## config.mk

```make
export PLATFORM = sky130hd
export DESIGN_NAME = bws_status_word
export DESIGN_NICKNAME = d
export VERILOG_FILES = /design/src/hdl/bws_pkg.sv /design/src/hdl/bws_addr_parity.sv /design/src/hdl/bws_status_word.sv
export SDC_FILE = /design/constraint.sdc
export NUM_CORES = 1
export LEC_CHECK = 0
export ABC_AREA = 0
export BUFFER_PORTS_ARGS = -buffer_cell sky130_fd_sc_hd__buf_2
export CAP_MARGIN = 20
export CORE_MARGIN = 1.5
export CORE_UTILIZATION = 41
export CTS_BUF_LIST = sky130_fd_sc_hd__clkbuf_8
export CTS_CLUSTER_SIZE = 10
export DETAILED_ROUTE_END_ITERATION = 8
export PLACE_DENSITY = 0.85
export SKIP_CTS_REPAIR_TIMING = 1
export SYNTH_ARGS = -nofsm -noshare
export SYNTH_HDL_FRONTEND = slang
export SYNTH_SLANG_ARGS = --single-unit
export TNS_END_PERCENT = 100
```

## constraint.sdc

```tcl
create_clock -name ref_clk -period 1.45 [get_ports ref_clk]
set_input_delay 0.0725 -clock ref_clk [delete_from_list [all_inputs] [get_ports ref_clk]]
set_output_delay 0.0725 -clock ref_clk [all_outputs]
set_load 0.01 [all_outputs]
```

## src/hdl/bws_pkg.sv

```systemverilog
// Constants for the low half of the built-in test status word.
// Assumes a 16-bit host register port and a 250 MHz reference clock.
package bws_pkg;
  localparam int          BWS_WORD_W       = 16;
  localparam int          BWS_ADDR_W       = 6;
  // Field positions inside the test status word
  localparam int          BWS_USER_HI      = 11;
  localparam int          BWS_USER_LO      = 6;
  localparam int          BWS_LBF_A_BIT    = 5;
  localparam int          BWS_LBF_B_BIT    = 4;
  localparam int          BWS_RAM_BIT      = 3;
  localparam int          BWS_PAR_BIT      = 2;
  localparam int          BWS_EEL_BIT      = 1;
  localparam int          BWS_TFI_BIT      = 0;
  // Reset values
  localparam logic [5:0]  BWS_USER_RST     = 6'h00;
  localparam logic [15:0] BWS_WORD_RST     = 16'h0000;
  localparam logic [5:0]  BWS_ADDR_RST     = 6'h00;
  // Reply from the word mux lands this many cycles after the request
  localparam int          BWS_REPLY_DELAY  = 1;

  // Odd parity over the six terminal address bits is the healthy state
  function automatic logic bws_parity_bad(input logic [5:0] a);
    bws_parity_bad = ~(^a);
  endfunction
endpackage

```

## src/hdl/bws_addr_parity.sv

```systemverilog
// Terminal address copy of the operational status bits and its parity flag.
// Assumes pins are stable at reset release and EEPROM data comes as a pulse.
`timescale 1ns/1ps
module bws_addr_parity
  import bws_pkg::*;
(
  // Clock and reset
  input  wire logic                  ref_clk,
  input  wire logic                  rst_n,
  // Address sources
  input  wire logic [BWS_ADDR_W-1:0] addr_pins,
  input  wire logic                  eeprom_addr_valid,
  input  wire logic [BWS_ADDR_W-1:0] eeprom_addr,
  // Results
  output logic      [BWS_ADDR_W-1:0] term_addr,
  output logic                       parity_fail
);
  logic loaded;

  // Pins are caught on the first edge after release, never by the reset itself
  always_ff @(posedge ref_clk or negedge rst_n)
  begin
    if (!rst_n)
    begin
      loaded    <= 1'b0;
      term_addr <= BWS_ADDR_RST;
    end
    else if (!loaded)
    begin
      loaded    <= 1'b1;
      term_addr <= addr_pins;
    end
    else if (eeprom_addr_valid && eeprom_addr != term_addr)
    begin
      term_addr <= eeprom_addr;
    end
  end

  // Flag follows the held address one cycle later, so it re-evaluates on reload
  always_ff @(posedge ref_clk or negedge rst_n)
  begin
    if (!rst_n)
      parity_fail <= 1'b0;
    else
      parity_fail <= loaded & bws_parity_bad(term_addr);
  end

  a_parity_follow : assert property (@(posedge ref_clk) disable iff (!rst_n)
    $past(loaded) |-> parity_fail == bws_parity_bad($past(term_addr)))
    else $error("parity flag does not follow address");
  a_eeprom_reload : assert property (@(posedge ref_clk) disable iff (!rst_n)
    loaded && eeprom_addr_valid |=> term_addr == $past(eeprom_addr))
    else $error("eeprom address not loaded");
endmodule

```

## src/hdl/bws_status_word.sv

```systemverilog
// Low half (bits 11:0) of the built-in test status word of a remote terminal.
// Assumes all event inputs are one-cycle pulses synchronous to ref_clk and that
// rst_n is the master reset pin; software reset arrives as a pulse.
//
// Behaviour
// - Bits 11..6 are a free host read/write field, zero after master reset.
// - Bit 5 sets on bus A loopback failure; cleared by master or software reset.
// - Bit 4 sets on bus B loopback failure; cleared by master or software reset.
// - Bit 3 shows RAM self-test failure, including the automatic post-reset test.
// - Bit 2 is high while the six terminal address bits fail parity.
// - Address bits load from pins after reset, then from differing EEPROM data.
// - Bit 1 sets only if auto-init enable is high and EEPROM copy fails.
// - On an EEPROM failure with auto-init enabled, also flag which failure kind on the opstat_fail_kind output.
// - Bit 0 sets when inhibit-terminal-flag mode code disables the flag.
// - Bit 0 clears when the override-inhibit mode code cancels that.
// - Transmit-test-word mode code sends this word unless alternate word chosen.
`timescale 1ns/1ps
module bws_status_word
  import bws_pkg::*;
(
  // Clock and master reset
  input  wire logic                  ref_clk,
  input  wire logic                  rst_n,
  input  wire logic                  software_reset,
  // Host register port
  input  wire logic                  reg_wr,
  input  wire logic [BWS_WORD_W-1:0] reg_wdata,
  output logic      [BWS_WORD_W-1:0] reg_rdata,
  // Self-test results
  input  wire logic                  loopback_fail_a,
  input  wire logic                  loopback_fail_b,
  input  wire logic                  ram_test_done,
  input  wire logic                  ram_selftest_fail,
  // Terminal address sources
  input  wire logic [BWS_ADDR_W-1:0] addr_pins,
  input  wire logic                  eeprom_addr_valid,
  input  wire logic [BWS_ADDR_W-1:0] eeprom_addr,
  output logic      [BWS_ADDR_W-1:0] term_addr,
  // EEPROM auto-initialisation
  input  wire logic                  auto_init_enable_pin,
  input  wire logic                  eeprom_done,
  input  wire logic                  eeprom_fail,
  input  wire logic                  eeprom_fail_kind,
  output logic      [1:0]            opstat_fail_kind,
  // Terminal flag mode codes
  input  wire logic                  inhibit_flag_done,
  input  wire logic                  override_flag_done,
  // Transmit test word mode code
  input  wire logic                  test_word_req,
  input  wire logic                  alternate_test_word_select,
  output logic                       resp_valid,
  output logic      [BWS_WORD_W-1:0] resp_word,
  output logic                       buf_wr,
  output logic      [BWS_WORD_W-1:0] buf_data
);
  logic [5:0] user_field;
  logic       loopback_a_flag;
  logic       loopback_b_flag;
  logic       ram_flag;
  logic       parity_flag;
  logic       eeprom_load_fail;
  logic       terminal_flag_inhibited;
  logic [BWS_WORD_W-1:0] word;

  // Address copy and parity live in their own leaf
  bws_addr_parity u_addr (
    .ref_clk           (ref_clk),
    .rst_n             (rst_n),
    .addr_pins         (addr_pins),
    .eeprom_addr_valid (eeprom_addr_valid),
    .eeprom_addr       (eeprom_addr),
    .term_addr         (term_addr),
    .parity_fail       (parity_flag)
  );

  // Assembled word; bits 15:12 belong to the shutdown logic and read zero here
  always_comb
  begin
    word                                = BWS_WORD_RST;
    word[BWS_USER_HI:BWS_USER_LO]       = user_field;
    word[BWS_LBF_A_BIT]                 = loopback_a_flag;
    word[BWS_LBF_B_BIT]                 = loopback_b_flag;
    word[BWS_RAM_BIT]                   = ram_flag;
    word[BWS_PAR_BIT]                   = parity_flag;
    word[BWS_EEL_BIT]                   = eeprom_load_fail;
    word[BWS_TFI_BIT]                   = terminal_flag_inhibited;
  end

  // User field: software reset leaves it alone, only master reset clears it
  always_ff @(posedge ref_clk or negedge rst_n)
  begin
    if (!rst_n)
      user_field <= BWS_USER_RST;
    else if (reg_wr)
      user_field <= reg_wdata[BWS_USER_HI:BWS_USER_LO];
  end

  // Loopback flags; a failure in the software reset cycle wins so it is not lost.
  // Host writes to these bits are dropped on purpose.
  always_ff @(posedge ref_clk or negedge rst_n)
  begin
    if (!rst_n)
    begin
      loopback_a_flag <= 1'b0;
      loopback_b_flag <= 1'b0;
    end
    else
    begin
      loopback_a_flag <= loopback_fail_a | (loopback_a_flag & ~software_reset);
      loopback_b_flag <= loopback_fail_b | (loopback_b_flag & ~software_reset);
    end
  end

  // RAM test result; each completed test, the post-reset one first, rewrites it
  always_ff @(posedge ref_clk or negedge rst_n)
  begin
    if (!rst_n)
      ram_flag <= 1'b0;
    else if (ram_test_done)
      ram_flag <= ram_selftest_fail;
  end

  // EEPROM load failure, meaningful only with auto-init enabled
  always_ff @(posedge ref_clk or negedge rst_n)
  begin
    if (!rst_n)
    begin
      eeprom_load_fail <= 1'b0;
      opstat_fail_kind <= 2'h0;
    end
    else if (eeprom_done && eeprom_fail && auto_init_enable_pin)
    begin
      eeprom_load_fail <= 1'b1;
      opstat_fail_kind <= eeprom_fail_kind ? 2'h2 : 2'h1;
    end
  end

  // Terminal flag inhibit; inhibit in the same cycle as an override or software reset wins
  always_ff @(posedge ref_clk or negedge rst_n)
  begin
    if (!rst_n)
      terminal_flag_inhibited <= 1'b0;
    else if (inhibit_flag_done)
      terminal_flag_inhibited <= 1'b1;
    else if (override_flag_done || software_reset)
      terminal_flag_inhibited <= 1'b0;
  end

  // Read data is registered so the host sees a clean flop output
  always_ff @(posedge ref_clk or negedge rst_n)
  begin
    if (!rst_n)
      reg_rdata <= BWS_WORD_RST;
    else
      reg_rdata <= word;
  end

  // Mode code reply and buffer copy; the alternate word is served elsewhere
  always_ff @(posedge ref_clk or negedge rst_n)
  begin
    if (!rst_n)
    begin
      resp_valid <= 1'b0;
      resp_word  <= BWS_WORD_RST;
      buf_wr     <= 1'b0;
      buf_data   <= BWS_WORD_RST;
    end
    else
    begin
      resp_valid <= test_word_req & ~alternate_test_word_select;
      buf_wr     <= test_word_req & ~alternate_test_word_select;
      if (test_word_req && !alternate_test_word_select)
      begin
        resp_word <= word;
        buf_data  <= word;
      end
    end
  end

  // User field and read path: writes land, nothing else moves the field
  a_user_write : assert property (@(posedge ref_clk) disable iff (!rst_n)
    reg_wr |=> user_field == $past(reg_wdata[BWS_USER_HI:BWS_USER_LO]))
    else $error("user field write lost");
  a_user_hold : assert property (@(posedge ref_clk) disable iff (!rst_n)
    !reg_wr |=> $stable(user_field))
    else $error("user field moved without a write");
  a_user_reset : assert property (@(posedge ref_clk) disable iff (!rst_n)
    !$past(rst_n) |-> reg_rdata[BWS_USER_HI:BWS_USER_LO] == BWS_USER_RST)
    else $error("user field not cleared by master reset");
  a_rdata_track : assert property (@(posedge ref_clk) disable iff (!rst_n)
    $past(rst_n) |-> reg_rdata == $past(word))
    else $error("read data does not follow the word");

  // Loopback flags: set by a failure pulse, shown two edges on, cleared by soft reset
  a_lbf_a_set : assert property (@(posedge ref_clk) disable iff (!rst_n)
    loopback_fail_a |=> ##1 reg_rdata[BWS_LBF_A_BIT])
    else $error("loopback A flag not shown");
  a_lbf_a_clear : assert property (@(posedge ref_clk) disable iff (!rst_n)
    software_reset && !loopback_fail_a |=> !loopback_a_flag)
    else $error("loopback A flag survives software reset");
  a_lbf_a_hold : assert property (@(posedge ref_clk) disable iff (!rst_n)
    loopback_a_flag && !software_reset |=> loopback_a_flag)
    else $error("loopback A flag lost");
  a_lbf_b_set : assert property (@(posedge ref_clk) disable iff (!rst_n)
    loopback_fail_b |=> ##1 reg_rdata[BWS_LBF_B_BIT])
    else $error("loopback B flag not shown");
  a_lbf_b_clear : assert property (@(posedge ref_clk) disable iff (!rst_n)
    software_reset && !loopback_fail_b |=> !loopback_b_flag)
    else $error("loopback B flag survives software reset");
  a_lbf_b_hold : assert property (@(posedge ref_clk) disable iff (!rst_n)
    loopback_b_flag && !software_reset |=> loopback_b_flag)
    else $error("loopback B flag lost");

  // RAM result: only a completed test rewrites it
  a_ram_result : assert property (@(posedge ref_clk) disable iff (!rst_n)
    ram_test_done |=> ram_flag == $past(ram_selftest_fail))
    else $error("RAM result not captured");
  a_ram_hold : assert property (@(posedge ref_clk) disable iff (!rst_n)
    !ram_test_done |=> $stable(ram_flag))
    else $error("RAM result moved without a test");
  a_ram_shown : assert property (@(posedge ref_clk) disable iff (!rst_n)
    ram_test_done |=> ##1 reg_rdata[BWS_RAM_BIT] == $past(ram_selftest_fail, 2))
    else $error("RAM result not shown");

  // Address copy: pins caught after reset, parity flag passed on to the word
  a_par_shown : assert property (@(posedge ref_clk) disable iff (!rst_n)
    $past(rst_n) |-> reg_rdata[BWS_PAR_BIT] == $past(parity_flag))
    else $error("parity flag not shown");
  a_addr_pins : assert property (@(posedge ref_clk) disable iff (!rst_n)
    !$past(rst_n) |=> term_addr == $past(addr_pins))
    else $error("address not taken from pins");

  // Load failure: gated by the enable pin, sticky, tagged with its kind
  a_eel_gate : assert property (@(posedge ref_clk) disable iff (!rst_n)
    $rose(eeprom_load_fail) |-> $past(auto_init_enable_pin && eeprom_fail))
    else $error("EEPROM flag set without enable");
  a_eel_set : assert property (@(posedge ref_clk) disable iff (!rst_n)
    eeprom_done && eeprom_fail && auto_init_enable_pin |=> eeprom_load_fail)
    else $error("EEPROM failure not flagged");
  a_eel_sticky : assert property (@(posedge ref_clk) disable iff (!rst_n)
    eeprom_load_fail |=> eeprom_load_fail)
    else $error("EEPROM flag lost");
  a_kind_with_fail : assert property (@(posedge ref_clk) disable iff (!rst_n)
    eeprom_load_fail |-> opstat_fail_kind != 2'h0)
    else $error("failure kind missing");
  a_kind_code : assert property (@(posedge ref_clk) disable iff (!rst_n)
    eeprom_done && eeprom_fail && auto_init_enable_pin |=>
      opstat_fail_kind == {$past(eeprom_fail_kind), ~$past(eeprom_fail_kind)})
    else $error("failure kind code wrong");
  a_kind_idle : assert property (@(posedge ref_clk) disable iff (!rst_n)
    !eeprom_load_fail |-> opstat_fail_kind == 2'h0)
    else $error("failure kind shown without failure");

  // Terminal flag inhibit: set beats clear; override and soft reset clear it
  a_tfi_set : assert property (@(posedge ref_clk) disable iff (!rst_n)
    inhibit_flag_done |=> terminal_flag_inhibited)
    else $error("inhibit flag not set");
  a_tfi_shown : assert property (@(posedge ref_clk) disable iff (!rst_n)
    inhibit_flag_done |=> ##1 reg_rdata[BWS_TFI_BIT])
    else $error("inhibit flag not shown");
  a_tfi_soft : assert property (@(posedge ref_clk) disable iff (!rst_n)
    software_reset && !inhibit_flag_done |=> !terminal_flag_inhibited)
    else $error("inhibit flag survives software reset");
  a_tfi_clear : assert property (@(posedge ref_clk) disable iff (!rst_n)
    override_flag_done && !inhibit_flag_done |=> !terminal_flag_inhibited)
    else $error("inhibit flag not cleared");
  a_tfi_hold : assert property (@(posedge ref_clk) disable iff (!rst_n)
    terminal_flag_inhibited && !override_flag_done && !software_reset |=> terminal_flag_inhibited)
    else $error("inhibit flag lost");

  // Test word reply: one pulse per served request, none while the alternate is chosen
  a_reply_word : assert property (@(posedge ref_clk) disable iff (!rst_n)
    test_word_req && !alternate_test_word_select |=> resp_valid && buf_wr
      && resp_word == $past(word) && buf_data == $past(word))
    else $error("test word reply wrong");
  a_reply_quiet : assert property (@(posedge ref_clk) disable iff (!rst_n)
    alternate_test_word_select || !test_word_req |=> !resp_valid && !buf_wr)
    else $error("reply without a served request");

  // Host writes leave the loopback, load failure and inhibit flags alone
  a_ro_bits : assert property (@(posedge ref_clk) disable iff (!rst_n)
    reg_wr && !loopback_fail_a && !software_reset |=> loopback_a_flag == $past(loopback_a_flag))
    else $error("host write moved a flag");
  a_ro_bits_b : assert property (@(posedge ref_clk) disable iff (!rst_n)
    reg_wr && !loopback_fail_b && !software_reset |=> $stable(loopback_b_flag))
    else $error("host write moved loopback B flag");
  a_ro_eel : assert property (@(posedge ref_clk) disable iff (!rst_n)
    reg_wr && !eeprom_done |=> $stable(eeprom_load_fail))
    else $error("host write moved load failure flag");
  a_ro_tfi : assert property (@(posedge ref_clk) disable iff (!rst_n)
    reg_wr && !inhibit_flag_done && !override_flag_done && !software_reset
      |=> $stable(terminal_flag_inhibited))
    else $error("host write moved inhibit flag");

  // Main scenarios worth seeing at least once
  c_reply : cover property (@(posedge ref_clk) disable iff (!rst_n)
    resp_valid);
  c_tfi_cycle : cover property (@(posedge ref_clk) disable iff (!rst_n)
    inhibit_flag_done ##[1:20] override_flag_done);
  c_eel : cover property (@(posedge ref_clk) disable iff (!rst_n)
    $rose(eeprom_load_fail));
  c_soft_clear : cover property (@(posedge ref_clk) disable iff (!rst_n)
    software_reset && terminal_flag_inhibited);
  c_alt_quiet : cover property (@(posedge ref_clk) disable iff (!rst_n)
    test_word_req && alternate_test_word_select);
endmodule

```

==> impl_metrics.env, run 1 <==
export IMPL_r2r_start="u_addr.term_addr[5]$_DFFE_PN0P_"
export IMPL_drcViolationCount=0
export IMPL_fp_dieW_um=71.1
export IMPL_synth_cell_type_count=24
export IMPL_drt_total_wl_mm=3.48
export IMPL_clkTransAtPathRegs_ns=0.08
export IMPL_utilization=0.562
export IMPL_fp_dieArea_sq_mm=0.00505
export IMPL_grt_pass1_wl_mm=5.47
export IMPL_max_freq_ghz=0.704
export IMPL_cts_made_buffers=5
export IMPL_p_leak_nw=1.23
export IMPL_initial_core_util=0.431
export IMPL_nNetsFinal=276
export IMPL_fin_crit_ns=1.42
export IMPL_synth_area_sq_mm=0.00190
export IMPL_endpoint_kind="flop"
export IMPL_crit_fanout=3
export IMPL_pwr_share_comb=0.217
export IMPL_cellPowerDensity_mw_per_mm2=1230
export IMPL_drv_slew=0
export IMPL_hold_end="user_field[5]$_DFFE_PN0P_"
export IMPL_arrival_ns=1.59
export IMPL_cts_root_buf="clkbuf_8"
export IMPL_hold_class="in -> reg"
export IMPL_seqPwrFrac=0.504
export IMPL_switchingPower_mw=0.827
export IMPL_port_buffers=80
export IMPL_dpl_hpwl_mm=2.61
export IMPL_clk_latency_ns=0.29
export IMPL_outcome="finished clean"
export IMPL_required_ns=1.62
export IMPL_r2r_setup_slack_ns=0.03
export IMPL_rows=24
export IMPL_worstSetupPathType="reg -> reg"
export IMPL_antennaDiodeCount=0
export IMPL_globalRouteOverflowTotal=0
export IMPL_drt_pass1_iter_count=3
export IMPL_ir_drop_uv=451
export IMPL_final_layout_size_suffix_gt1_frac=0.522
export IMPL_vias=1289
export IMPL_synthCells=145
export IMPL_yosys_warnings=0
export IMPL_min_period_over_period=0.979
export IMPL_synth_seq_area_share=0.606
export IMPL_worstReg2RegEnd="u_addr.term_addr[5]$_DFFE_PN0P_"
export IMPL_power_frac_clock=0.279
export IMPL_rsz0062_at_grt="true"
export IMPL_ant_nets=0
export IMPL_vias_per_cell=4.54
export IMPL_coreArea_sq_mm=0.00441
export IMPL_crit_path_top_delay_cell="dfrtp_1"
export IMPL_p_int_mw=2.22
export IMPL_wl_per_cell_um=12.2
export IMPL_setup_viol=0
export IMPL_finalClockSkew_ns=0.00425
export IMPL_cts_htree_levels=2
export IMPL_antenna_found_initial=0
export IMPL_cts_tree="yes"
export IMPL_hold_viol=0
export IMPL_die_height_um=71.1
export IMPL_hp_start="reg_wdata[11]"
export IMPL_area_growth_pct=30.6
export IMPL_crit_chain="xnor2_2, nand4_1, o2111ai_1, or3b_1"
export IMPL_max_cap_violations=0
export IMPL_avgSynthCellArea_sq_um=13.1
export IMPL_finalPower_mw=3.05
export IMPL_grt_max_degree=28
export IMPL_first_iter_violations=38
export IMPL_gp_congestion=0.834
export IMPL_max_stage_delay_ns=0.43
export IMPL_hold_depth=2
export IMPL_grt_pass1_vias=1223
export IMPL_clock_sinks=46
export IMPL_switching_share=0.272
export IMPL_groute_usage_overall=0.141
export IMPL_boundaryPins=103
export IMPL_critPathLaunchType="flop"
export IMPL_r2r_cells=4
export IMPL_ys_ff_latch=46
export IMPL_clk_path_buf_depth=2
==> cells in the mapped netlist <==
master     number  share of area
mux2i_1         4          0.021
nand3_1         2         0.0053
xnor2_1        10          0.046
nor2b_1         1         0.0033
a21oi_1         4          0.011
a21o_1          3          0.012
o2bb2ai_1       1         0.0046
clkbuf_1        3         0.0059
o2111ai_1       2         0.0092
o21ai_0         2         0.0053
xor2_1          1         0.0046
or3_1           1         0.0033
nand2b_1        1         0.0033
nand2_1         5         0.0099
nor3_1          1         0.0026
nor2_1          6          0.012
or3b_1          1         0.0046
conb_1          2         0.0040
buf_2           1         0.0026
nand4_1         1         0.0033
inv_1           2         0.0040
buf_4          25          0.099
mux2_2         20           0.12
dfrtp_1        46           0.61
==> power by group through the flow <==
stage	Clock [mW]	Sequential (mW)	Combinational, mW
floorplan	0	1.62	0.365
global route	0.935	1.56	0.725
detailed placement	0	1.56	0.631
CTS	0.873	1.54	0.632
global placement	0	1.55	0.618
finish	0.850	1.54	0.660
==> cell type report <==
| type | instances | area [sq um] |
|---|---|---|
| clock buffers | 7 | 96.3 |
| inverters | 2 | 7.51 |
| well taps | 52 | 65.1 |
| fillers | 401 | 1930 |
| clock inverters | 1 | 8.76 |
| repair buffers | 97 | 558 |
| flip-flops and latches | 46 | 1150 |
| multi-input cells | 79 | 594 |
==> per-layer routing <==
metal  wire, um  GRT usage
met5          0          0
met4         47     0.0650
met3        172     0.0328
met2       1830      0.237
met1       1430      0.173
==> cell families (layout without fill, tap and decap cells) <==
logic type,Yosys count,in the layout,synth area share
buffers and inverters,31,107,0.111
XOR/XNOR,11,11,0.0507
AO/OA/AOI/OAI,12,12,0.0415
flip-flops,46,46,0.606
other,2,13,0.00395
AND/OR/NAND/NOR,19,19,0.0474
multiplexers,24,24,0.140
==> metrics by stage <==
stage / std cells / hold slack [ns] / area [sq um] / TNS [ns] / worst slack, ns
2_1_floorplan: 156 / -0.223 / 1940 / 0 / 0.0428
3_3_place_gp: 265 / 0.0542 / 2260 / 0 / 0.0852
3_5_place_dp: 265 / 0.0544 / 2260 / 0 / 0.00931
4_1_cts: 273 / -0.265 / 2370 / -0.0152 / -0.0152
5_1_grt: 284 / 0.000317 / 2480 / -0.0534 / -0.0534
6_report: 284 / 0.0146 / 2480 / 0 / 0.0299
==> critical path, delay by kind of cell, from the launching register on <==
family	cells	cell delay [ns]
flops	1	0.43
compound gates	1	0.20
xor+xnor	1	0.15
simple gates	2	0.53
==> flip-flops by register name, indices dropped and copies added (netlist names), 2 cells and up <==
name,cells
opstat_fail_kind,2
reg_rdata,12
resp_word,12
u_addr.term_addr,6
user_field,6
==> how the worst max path moves through the flow <==
stage                                     from                         endpoint  slack (ns)  cells past startpoint
2_1_floorplan  u_addr.term_addr[5]$_DFFE_PN0P_  u_addr.term_addr[5]$_DFFE_PN0P_        0.04                      4
3_3_place_gp   u_addr.term_addr[2]$_DFFE_PN0P_  u_addr.term_addr[5]$_DFFE_PN0P_        0.09                      4
3_5_place_dp   u_addr.term_addr[5]$_DFFE_PN0P_  u_addr.term_addr[5]$_DFFE_PN0P_       0.009                      4
4_1_cts        u_addr.term_addr[5]$_DFFE_PN0P_  u_addr.term_addr[5]$_DFFE_PN0P_       -0.02                      4
5_1_grt        u_addr.term_addr[0]$_DFFE_PN0P_  u_addr.term_addr[5]$_DFFE_PN0P_       -0.05                      4
6_report       u_addr.term_addr[5]$_DFFE_PN0P_  u_addr.term_addr[5]$_DFFE_PN0P_        0.03                      4
==> cells in the final DEF, fill, tap and decap left out, types with 5 or more instances in the layout <==
cell type,instances
dlygate4sd3_1,7
mux2_2,20
buf_2,80
dfrtp_1,45
nor2_1,6
buf_4,9
conb_1,13
nand2_1,5
xnor2_1,8
clkbuf_8,7
No activity file was read; power rests on OpenSTA's default activity.
==> run 2: changes to the inputs <==
--- a/config.mk
+++ b/config.mk
@@ -8,6 +8,7 @@
 export ABC_AREA = 0
 export BUFFER_PORTS_ARGS = -buffer_cell sky130_fd_sc_hd__buf_2
 export CAP_MARGIN = 20
+export CORE_ASPECT_RATIO = 0.9
 export CORE_MARGIN = 1.5
 export CORE_UTILIZATION = 41
 export CTS_BUF_LIST = sky130_fd_sc_hd__clkbuf_8
==> impl_metrics.env, run 2 (synthesis gave the netlist of run 1 again) <==
export IMPL_outcome="finished, violations left"
export IMPL_violations="negative hold slack"
export IMPL_use_met1=0.166
export IMPL_clk_path_buf_depth=2
export IMPL_p_leak_nw=1.25
export IMPL_stdcell_count=296
export IMPL_grt_pass1_wl_mm=5.22
export IMPL_final_layout_size_suffix_gt1_frac=0.534
export IMPL_dpl_worst_slack_ns=0.0251
export IMPL_port_buffers=80
export IMPL_cellPowerDensity_mw_per_mm2=1240
export IMPL_arrival_ns=1.56
export IMPL_clock_sinks=46
export IMPL_clkTransAtPathRegs_ns=0.08
export IMPL_fin_crit_ns=1.40
export IMPL_first_iter_violations=27
export IMPL_grt_pass1_vias=1192
export IMPL_gp_congestion=0.907
export IMPL_max_cap_violations=0
export IMPL_fp_dieW_um=74.8
export IMPL_setup_ws_ns=0.0539
export IMPL_dp_cells=278
export IMPL_rows=23
export IMPL_antennaDiodeCount=0
export IMPL_setup_viol=0
export IMPL_grt_busiest_layer="met2"
export IMPL_grt_max_degree=47
export IMPL_min_period_over_period=0.963
export IMPL_boundaryPins=103
export IMPL_hold_viol=1
export IMPL_cts_tree="yes"
export IMPL_clk_latency_ns=0.29
export IMPL_coreArea_sq_mm=0.00446
export IMPL_worstSetupPathType="reg -> reg"
export IMPL_max_slew_margin=0.621
export IMPL_finalClockSkew_ns=0.00585
export IMPL_drt_pass1_iter_count=4
export IMPL_ir_drop_uv=587
export IMPL_dpl_hpwl_mm=2.55
export IMPL_final_common_cell="buf_2"
export IMPL_drcViolationCount=0
export IMPL_ant_nets=0
export IMPL_cts_made_buffers=5
export IMPL_rsz0062_at_grt="true"
export IMPL_cts_root_buf="clkbuf_8"
export IMPL_endpoint_kind="flop"
export IMPL_reg_top3="reg_rdata: 12 flops, resp_word: 12 flops"
export IMPL_mostFrequentLayoutCells="buf_2 (80), dfrtp_1 (46), mux2_2 (20), conb_1 (13), buf_4 (11)"
export IMPL_vias=1279
export IMPL_max_freq_ghz=0.716
export IMPL_die_height_um=67.6
export IMPL_nNetsFinal=278
export IMPL_drv_slew=0
export IMPL_tightest_slew_ns=0.568
export IMPL_cts_htree_levels=2
export IMPL_critPathLaunchType="flop"
export IMPL_grtUsageMet2=0.232
export IMPL_drt_total_wl_mm=3.49
export IMPL_vias_per_cell=4.32
export IMPL_initial_core_util=0.426
export IMPL_area_growth_pct=33.1
export IMPL_finalPower_mw=3.14
export IMPL_hold_ws_ns=-0.0125
export IMPL_groute_usage_overall=0.143
export IMPL_globalRouteOverflowTotal=0
export IMPL_antenna_found_initial=0
export IMPL_hold_class="in -> reg"
export IMPL_crit_fanout=4
export IMPL_wl_per_cell_um=11.8
export IMPL_fp_dieArea_sq_mm=0.00505
export IMPL_met3_usage=0.0582
export IMPL_required_ns=1.62
run 2: changes by cell type in the layout (fill, tap and decap cells not counted), moves of 2 or more:
cell,previous run,this run
xnor2_2,2,4
buf_4,9,11
clkbuf_8,7,5
xnor2_1,8,6
run 2: layout make-up:
cell class,instances,area [sq um]
flip-flops and latches,46,1150
repair buffers,99,563
clock buffers,5,68.8
inverters,2,7.51
fillers,383,1930
multi-input cells,79,618
clock inverters,3,43.8
well taps,62,77.6
run 2: power by group:
group / total [mW] / internal (mW) / switching (mW)
Combinational: 0.675 / 0.346 / 0.328
Clock: 0.931 / 0.516 / 0.415
Sequential: 1.54 / 1.44 / 0.0954
Total: 3.14 / 2.30 / 0.838
run 2: worst max-delay path, stage by stage, from the launching register on:
cell and delay, ns:
dfrtp_1 0.45, xnor2_2 0.16, nand2_2 0.10, o2111ai_2 0.19, or3b_1 0.37
run 2: through the flow:
stage                     instance area (sq um)  setup TNS (ns)  utilization
after floorplan                            1940               0            -
after global placement                     2280               0        0.512
after detailed placement                   2280               0        0.512
after CTS                                  2400               0        0.537
after global routing                       2530         -0.0311        0.567
final                                      2530               0        0.567
run 2: final timing paths:
path                                                      start                                  end  slack (ns)  depth (start not counted)
worst max register to register  u_addr.term_addr[3]$_DFFE_PN0P_      u_addr.term_addr[5]$_DFFE_PN0P_        0.05                          4
worst min-delay path                           eeprom_fail_kind      opstat_fail_kind[0]$_DFFE_PN0P_       -0.01                          2
max in group asynchronous                                 rst_n  terminal_flag_inhibited$_DFFE_PN0P_        0.67                          3
worst max-delay path            u_addr.term_addr[3]$_DFFE_PN0P_      u_addr.term_addr[5]$_DFFE_PN0P_        0.05                          4
worst min register to register     u_addr.parity_fail$_DFF_PN0_               reg_rdata[2]$_DFF_PN0_        0.38                          0
min in group asynchronous                                 rst_n               reg_rdata[3]$_DFF_PN0_        0.38                          3
run 2: layer usage:
metal / up-vias / wire, um
met5: - / 0
met2: 51 / 1840
met1: 605 / 1450
met4: 0 / 18
met3: 2 / 185
li1: 621 / -
==> run 3: changes to the inputs <==
--- a/config.mk
+++ b/config.mk
@@ -5,7 +5,7 @@
 export SDC_FILE = /design/constraint.sdc
 export NUM_CORES = 1
 export LEC_CHECK = 0
-export ABC_AREA = 0
+export ABC_AREA = 1
 export BUFFER_PORTS_ARGS = -buffer_cell sky130_fd_sc_hd__buf_2
 export CAP_MARGIN = 20
 export CORE_ASPECT_RATIO = 0.9
@@ -14,7 +14,7 @@
 export CTS_BUF_LIST = sky130_fd_sc_hd__clkbuf_8
 export CTS_CLUSTER_SIZE = 10
 export DETAILED_ROUTE_END_ITERATION = 8
-export PLACE_DENSITY = 0.85
+export PLACE_DENSITY = 0.84
 export SKIP_CTS_REPAIR_TIMING = 1
 export SYNTH_ARGS = -nofsm -noshare
 export SYNTH_HDL_FRONTEND = slang
==> impl_metrics.env, run 3 <==
export IMPL_synth_ff_type="dfrtp_1"
export IMPL_worstReg2RegEnd="u_addr.term_addr[3]$_DFFE_PN0P_"
export IMPL_drcViolationCount=0
export IMPL_dp_cells=335
export IMPL_required_ns=1.60
export IMPL_utilization=0.558
export IMPL_globalRouteOverflowTotal=0
export IMPL_crit_chain="dlygate4sd3_1, buf_2, nor2_1, inv_1, nand2_1, o21ai_0"
export IMPL_fp_dieW_um=76.7
export IMPL_final_layout_size_suffix_gt1_frac=0.361
export IMPL_nNetsFinal=335
export IMPL_gp_congestion=0.803
export IMPL_synth_cell_type_count=22
export IMPL_multi_input_area_sq_um=587
export IMPL_antennaDiodeCount=0
export IMPL_use_met1=0.165
export IMPL_stdcell_count=353
export IMPL_grt_max_degree=28
export IMPL_synth_top_area_share=0.575
export IMPL_tns_ns=0
export IMPL_rows=23
export IMPL_r2r_setup_slack_ns=0.18
export IMPL_hold_ws_ns=-0.00999
export IMPL_antenna_found_initial=0
export IMPL_cts_root_buf="clkbuf_8"
export IMPL_synth_seq_area_share=0.575
export IMPL_fin_crit_ns=1.27
export IMPL_cellPowerDensity_mw_per_mm2=1190
export IMPL_wl_per_cell_um=10.4
export IMPL_synthCells=209
export IMPL_yosysTopAreaCell="dfrtp_1"
export IMPL_max_freq_ghz=0.785
export IMPL_met3_usage=0.0303
export IMPL_setup_ws_ns=0.176
export IMPL_boundaryPins=103
export IMPL_mostFrequentLayoutCells="buf_2 (80), nand2_1 (57), dfrtp_1 (46), inv_1 (24), o21ai_0 (18)"
export IMPL_port_buffers=80
export IMPL_tightest_slew_ns=0.608
export IMPL_vias=1509
export IMPL_crit_fanout=23
export IMPL_r2r_start="u_addr.term_addr[5]$_DFFE_PN0P_"
export IMPL_initial_core_util=0.438
export IMPL_groute_usage_overall=0.142
export IMPL_ir_drop_uv=817
export IMPL_final_common_cell="buf_2"
export IMPL_endpoint="resp_word[3]$_DFFE_PN0P_"
export IMPL_cts_made_buffers=5
export IMPL_vias_per_cell=4.27
export IMPL_cts_htree_levels=2
export IMPL_grtUsageMet2=0.250
export IMPL_clk_path_buf_depth=2
export IMPL_crit_path_top_delay_cell="dlygate4sd3_1"
export IMPL_clk_latency_ns=0.29
export IMPL_area_growth_pct=27.4
export IMPL_synth_area_leaders="dfrtp_1 (57%), nand2_1 (11%), buf_4 (9.7%), o21ai_0 (4.5%), inv_1 (4.3%)"
export IMPL_clkTransAtPathRegs_ns=0.07
export IMPL_die_height_um=69.3
export IMPL_outcome="finished, violations left"
export IMPL_drt_total_wl_mm=3.67
export IMPL_synth_most_common_cell="nand2_1"
export IMPL_setup_worst_path_start="alternate_test_word_select"
export IMPL_ys_top_cells_by_count="nand2_1 (57), dfrtp_1 (46), buf_4 (26)"
export IMPL_avgSynthCellArea_sq_um=9.58
export IMPL_max_cap_violations=0
export IMPL_synth_area_sq_mm=0.00200
export IMPL_ant_nets=0
export IMPL_finalPower_mw=3.03
export IMPL_max_slew_margin=0.594
export IMPL_setup_viol=0
export IMPL_r2r_cells=9
export IMPL_dpl_hpwl_mm=2.80
export IMPL_p_leak_nw=1.43
export IMPL_drt_pass1_iter_count=4
export IMPL_drv_slew=0
export IMPL_grt_pass1_wl_mm=5.89
export IMPL_final_cell_area_sq_mm=0.00255
export IMPL_register_area_sq_mm=0.00115
export IMPL_ys_ff_latch=46
export IMPL_coreArea_sq_mm=0.00458
export IMPL_rsz0062_at_grt="false"
export IMPL_async_flop_share=1.00
export IMPL_fp_dieArea_sq_mm=0.00531
export IMPL_dpl_worst_slack_ns=0.223
export IMPL_cts_tree="yes"
export IMPL_yosys_warnings=0
export IMPL_min_period_over_period=0.879
export IMPL_reg_top3="reg_rdata: 12 flops, resp_word: 12 flops"
export IMPL_first_iter_violations=72
export IMPL_finalClockSkew_ns=0.00937
export IMPL_grt_pass1_vias=1356
export IMPL_max_stage_delay_ns=0.54
export IMPL_violations="negative hold slack"
export IMPL_arrival_ns=1.42
export IMPL_clock_sinks=46
export IMPL_worstSetupPathType="in -> reg"
export IMPL_grt_busiest_layer="met2"
export IMPL_endpoint_kind="flop"
export IMPL_synth_edf_count=0
export IMPL_critPathLaunchType="input port"
export IMPL_fillers=404
export IMPL_hold_viol=3
export IMPL_placed_area_sq_mm=0.00234
export IMPL_hold_class="in -> reg"
run 3: cell types whose count changed in the layout (fill, tap and decap cells not counted), moves of 5 or more:
cell and delta:
buf_4 -10, nand3_1 +5, mux2_2 -14, inv_1 +22, o21ai_0 +16, nand2_1 +53
run 3: area by class of cell:
class	instances	share of cell area
Sequential cell	46	0.451
Multi-Input combinational cell	119	0.230
Timing Repair Buffer	92	0.207
Inverter	26	0.0383
Tap cell	62	0.0304
Clock buffer	5	0.0270
Clock inverter	3	0.0162
run 3: where the power goes:
part | total [mW] | switching (mW) | internal [mW] | leakage, nW
Clock | 0.907 | 0.400 | 0.507 | 0.0556
Combinational | 0.597 | 0.329 | 0.268 | 0.828
Sequential | 1.52 | 0.0991 | 1.42 | 0.547
Total | 3.03 | 0.828 | 2.20 | 1.43
run 3: cell families (layout without fill, tap and decap cells):
| group | Yosys count | after routing | share of synthesized area |
|---|---|---|---|
| and+or+nand+nor | 75 | 75 | 0.161 |
| DFF | 46 | 46 | 0.575 |
| AOI/OAI and AO/OA | 21 | 21 | 0.0562 |
| buffers and inverters | 55 | 126 | 0.153 |
| muxes | 6 | 6 | 0.0337 |
| xor gates and xnor gates | 4 | 4 | 0.0175 |
| other | 2 | 13 | 0.00375 |
run 3: how the worst min path moves through the flow:
stage | start | to | cells after the start
after CTS | rst_n | terminal_flag_inhibited$_DFFE_PN0P_ | 1
after global placement | rst_n | reg_rdata[6]$_DFF_PN0_ | 1
after global routing | reg_wdata[7] | user_field[1]$_DFFE_PN0P_ | 3
final | reg_wdata[7] | user_field[1]$_DFFE_PN0P_ | 3
after floorplan | rst_n | eeprom_load_fail$_DFFE_PN0P_ | 0
after detailed placement | rst_n | user_field[0]$_DFFE_PN0P_ | 1
run 3: critical path, delay by kind of cell:
kind	cells	cell delay (ns)
compound gates	1	0.08
buf+inv	3	0.97
simple gates	2	0.29
run 3: layer usage:
layer | share of wire | wire [um] | vias to the layer above
li1 | - | - | 759
met2 | 0.49 | 1810 | 58
met1 | 0.44 | 1610 | 685
met3 | 0.054 | 197 | 7
met5 | 0 | 0 | -
met4 | 0.017 | 64 | 0
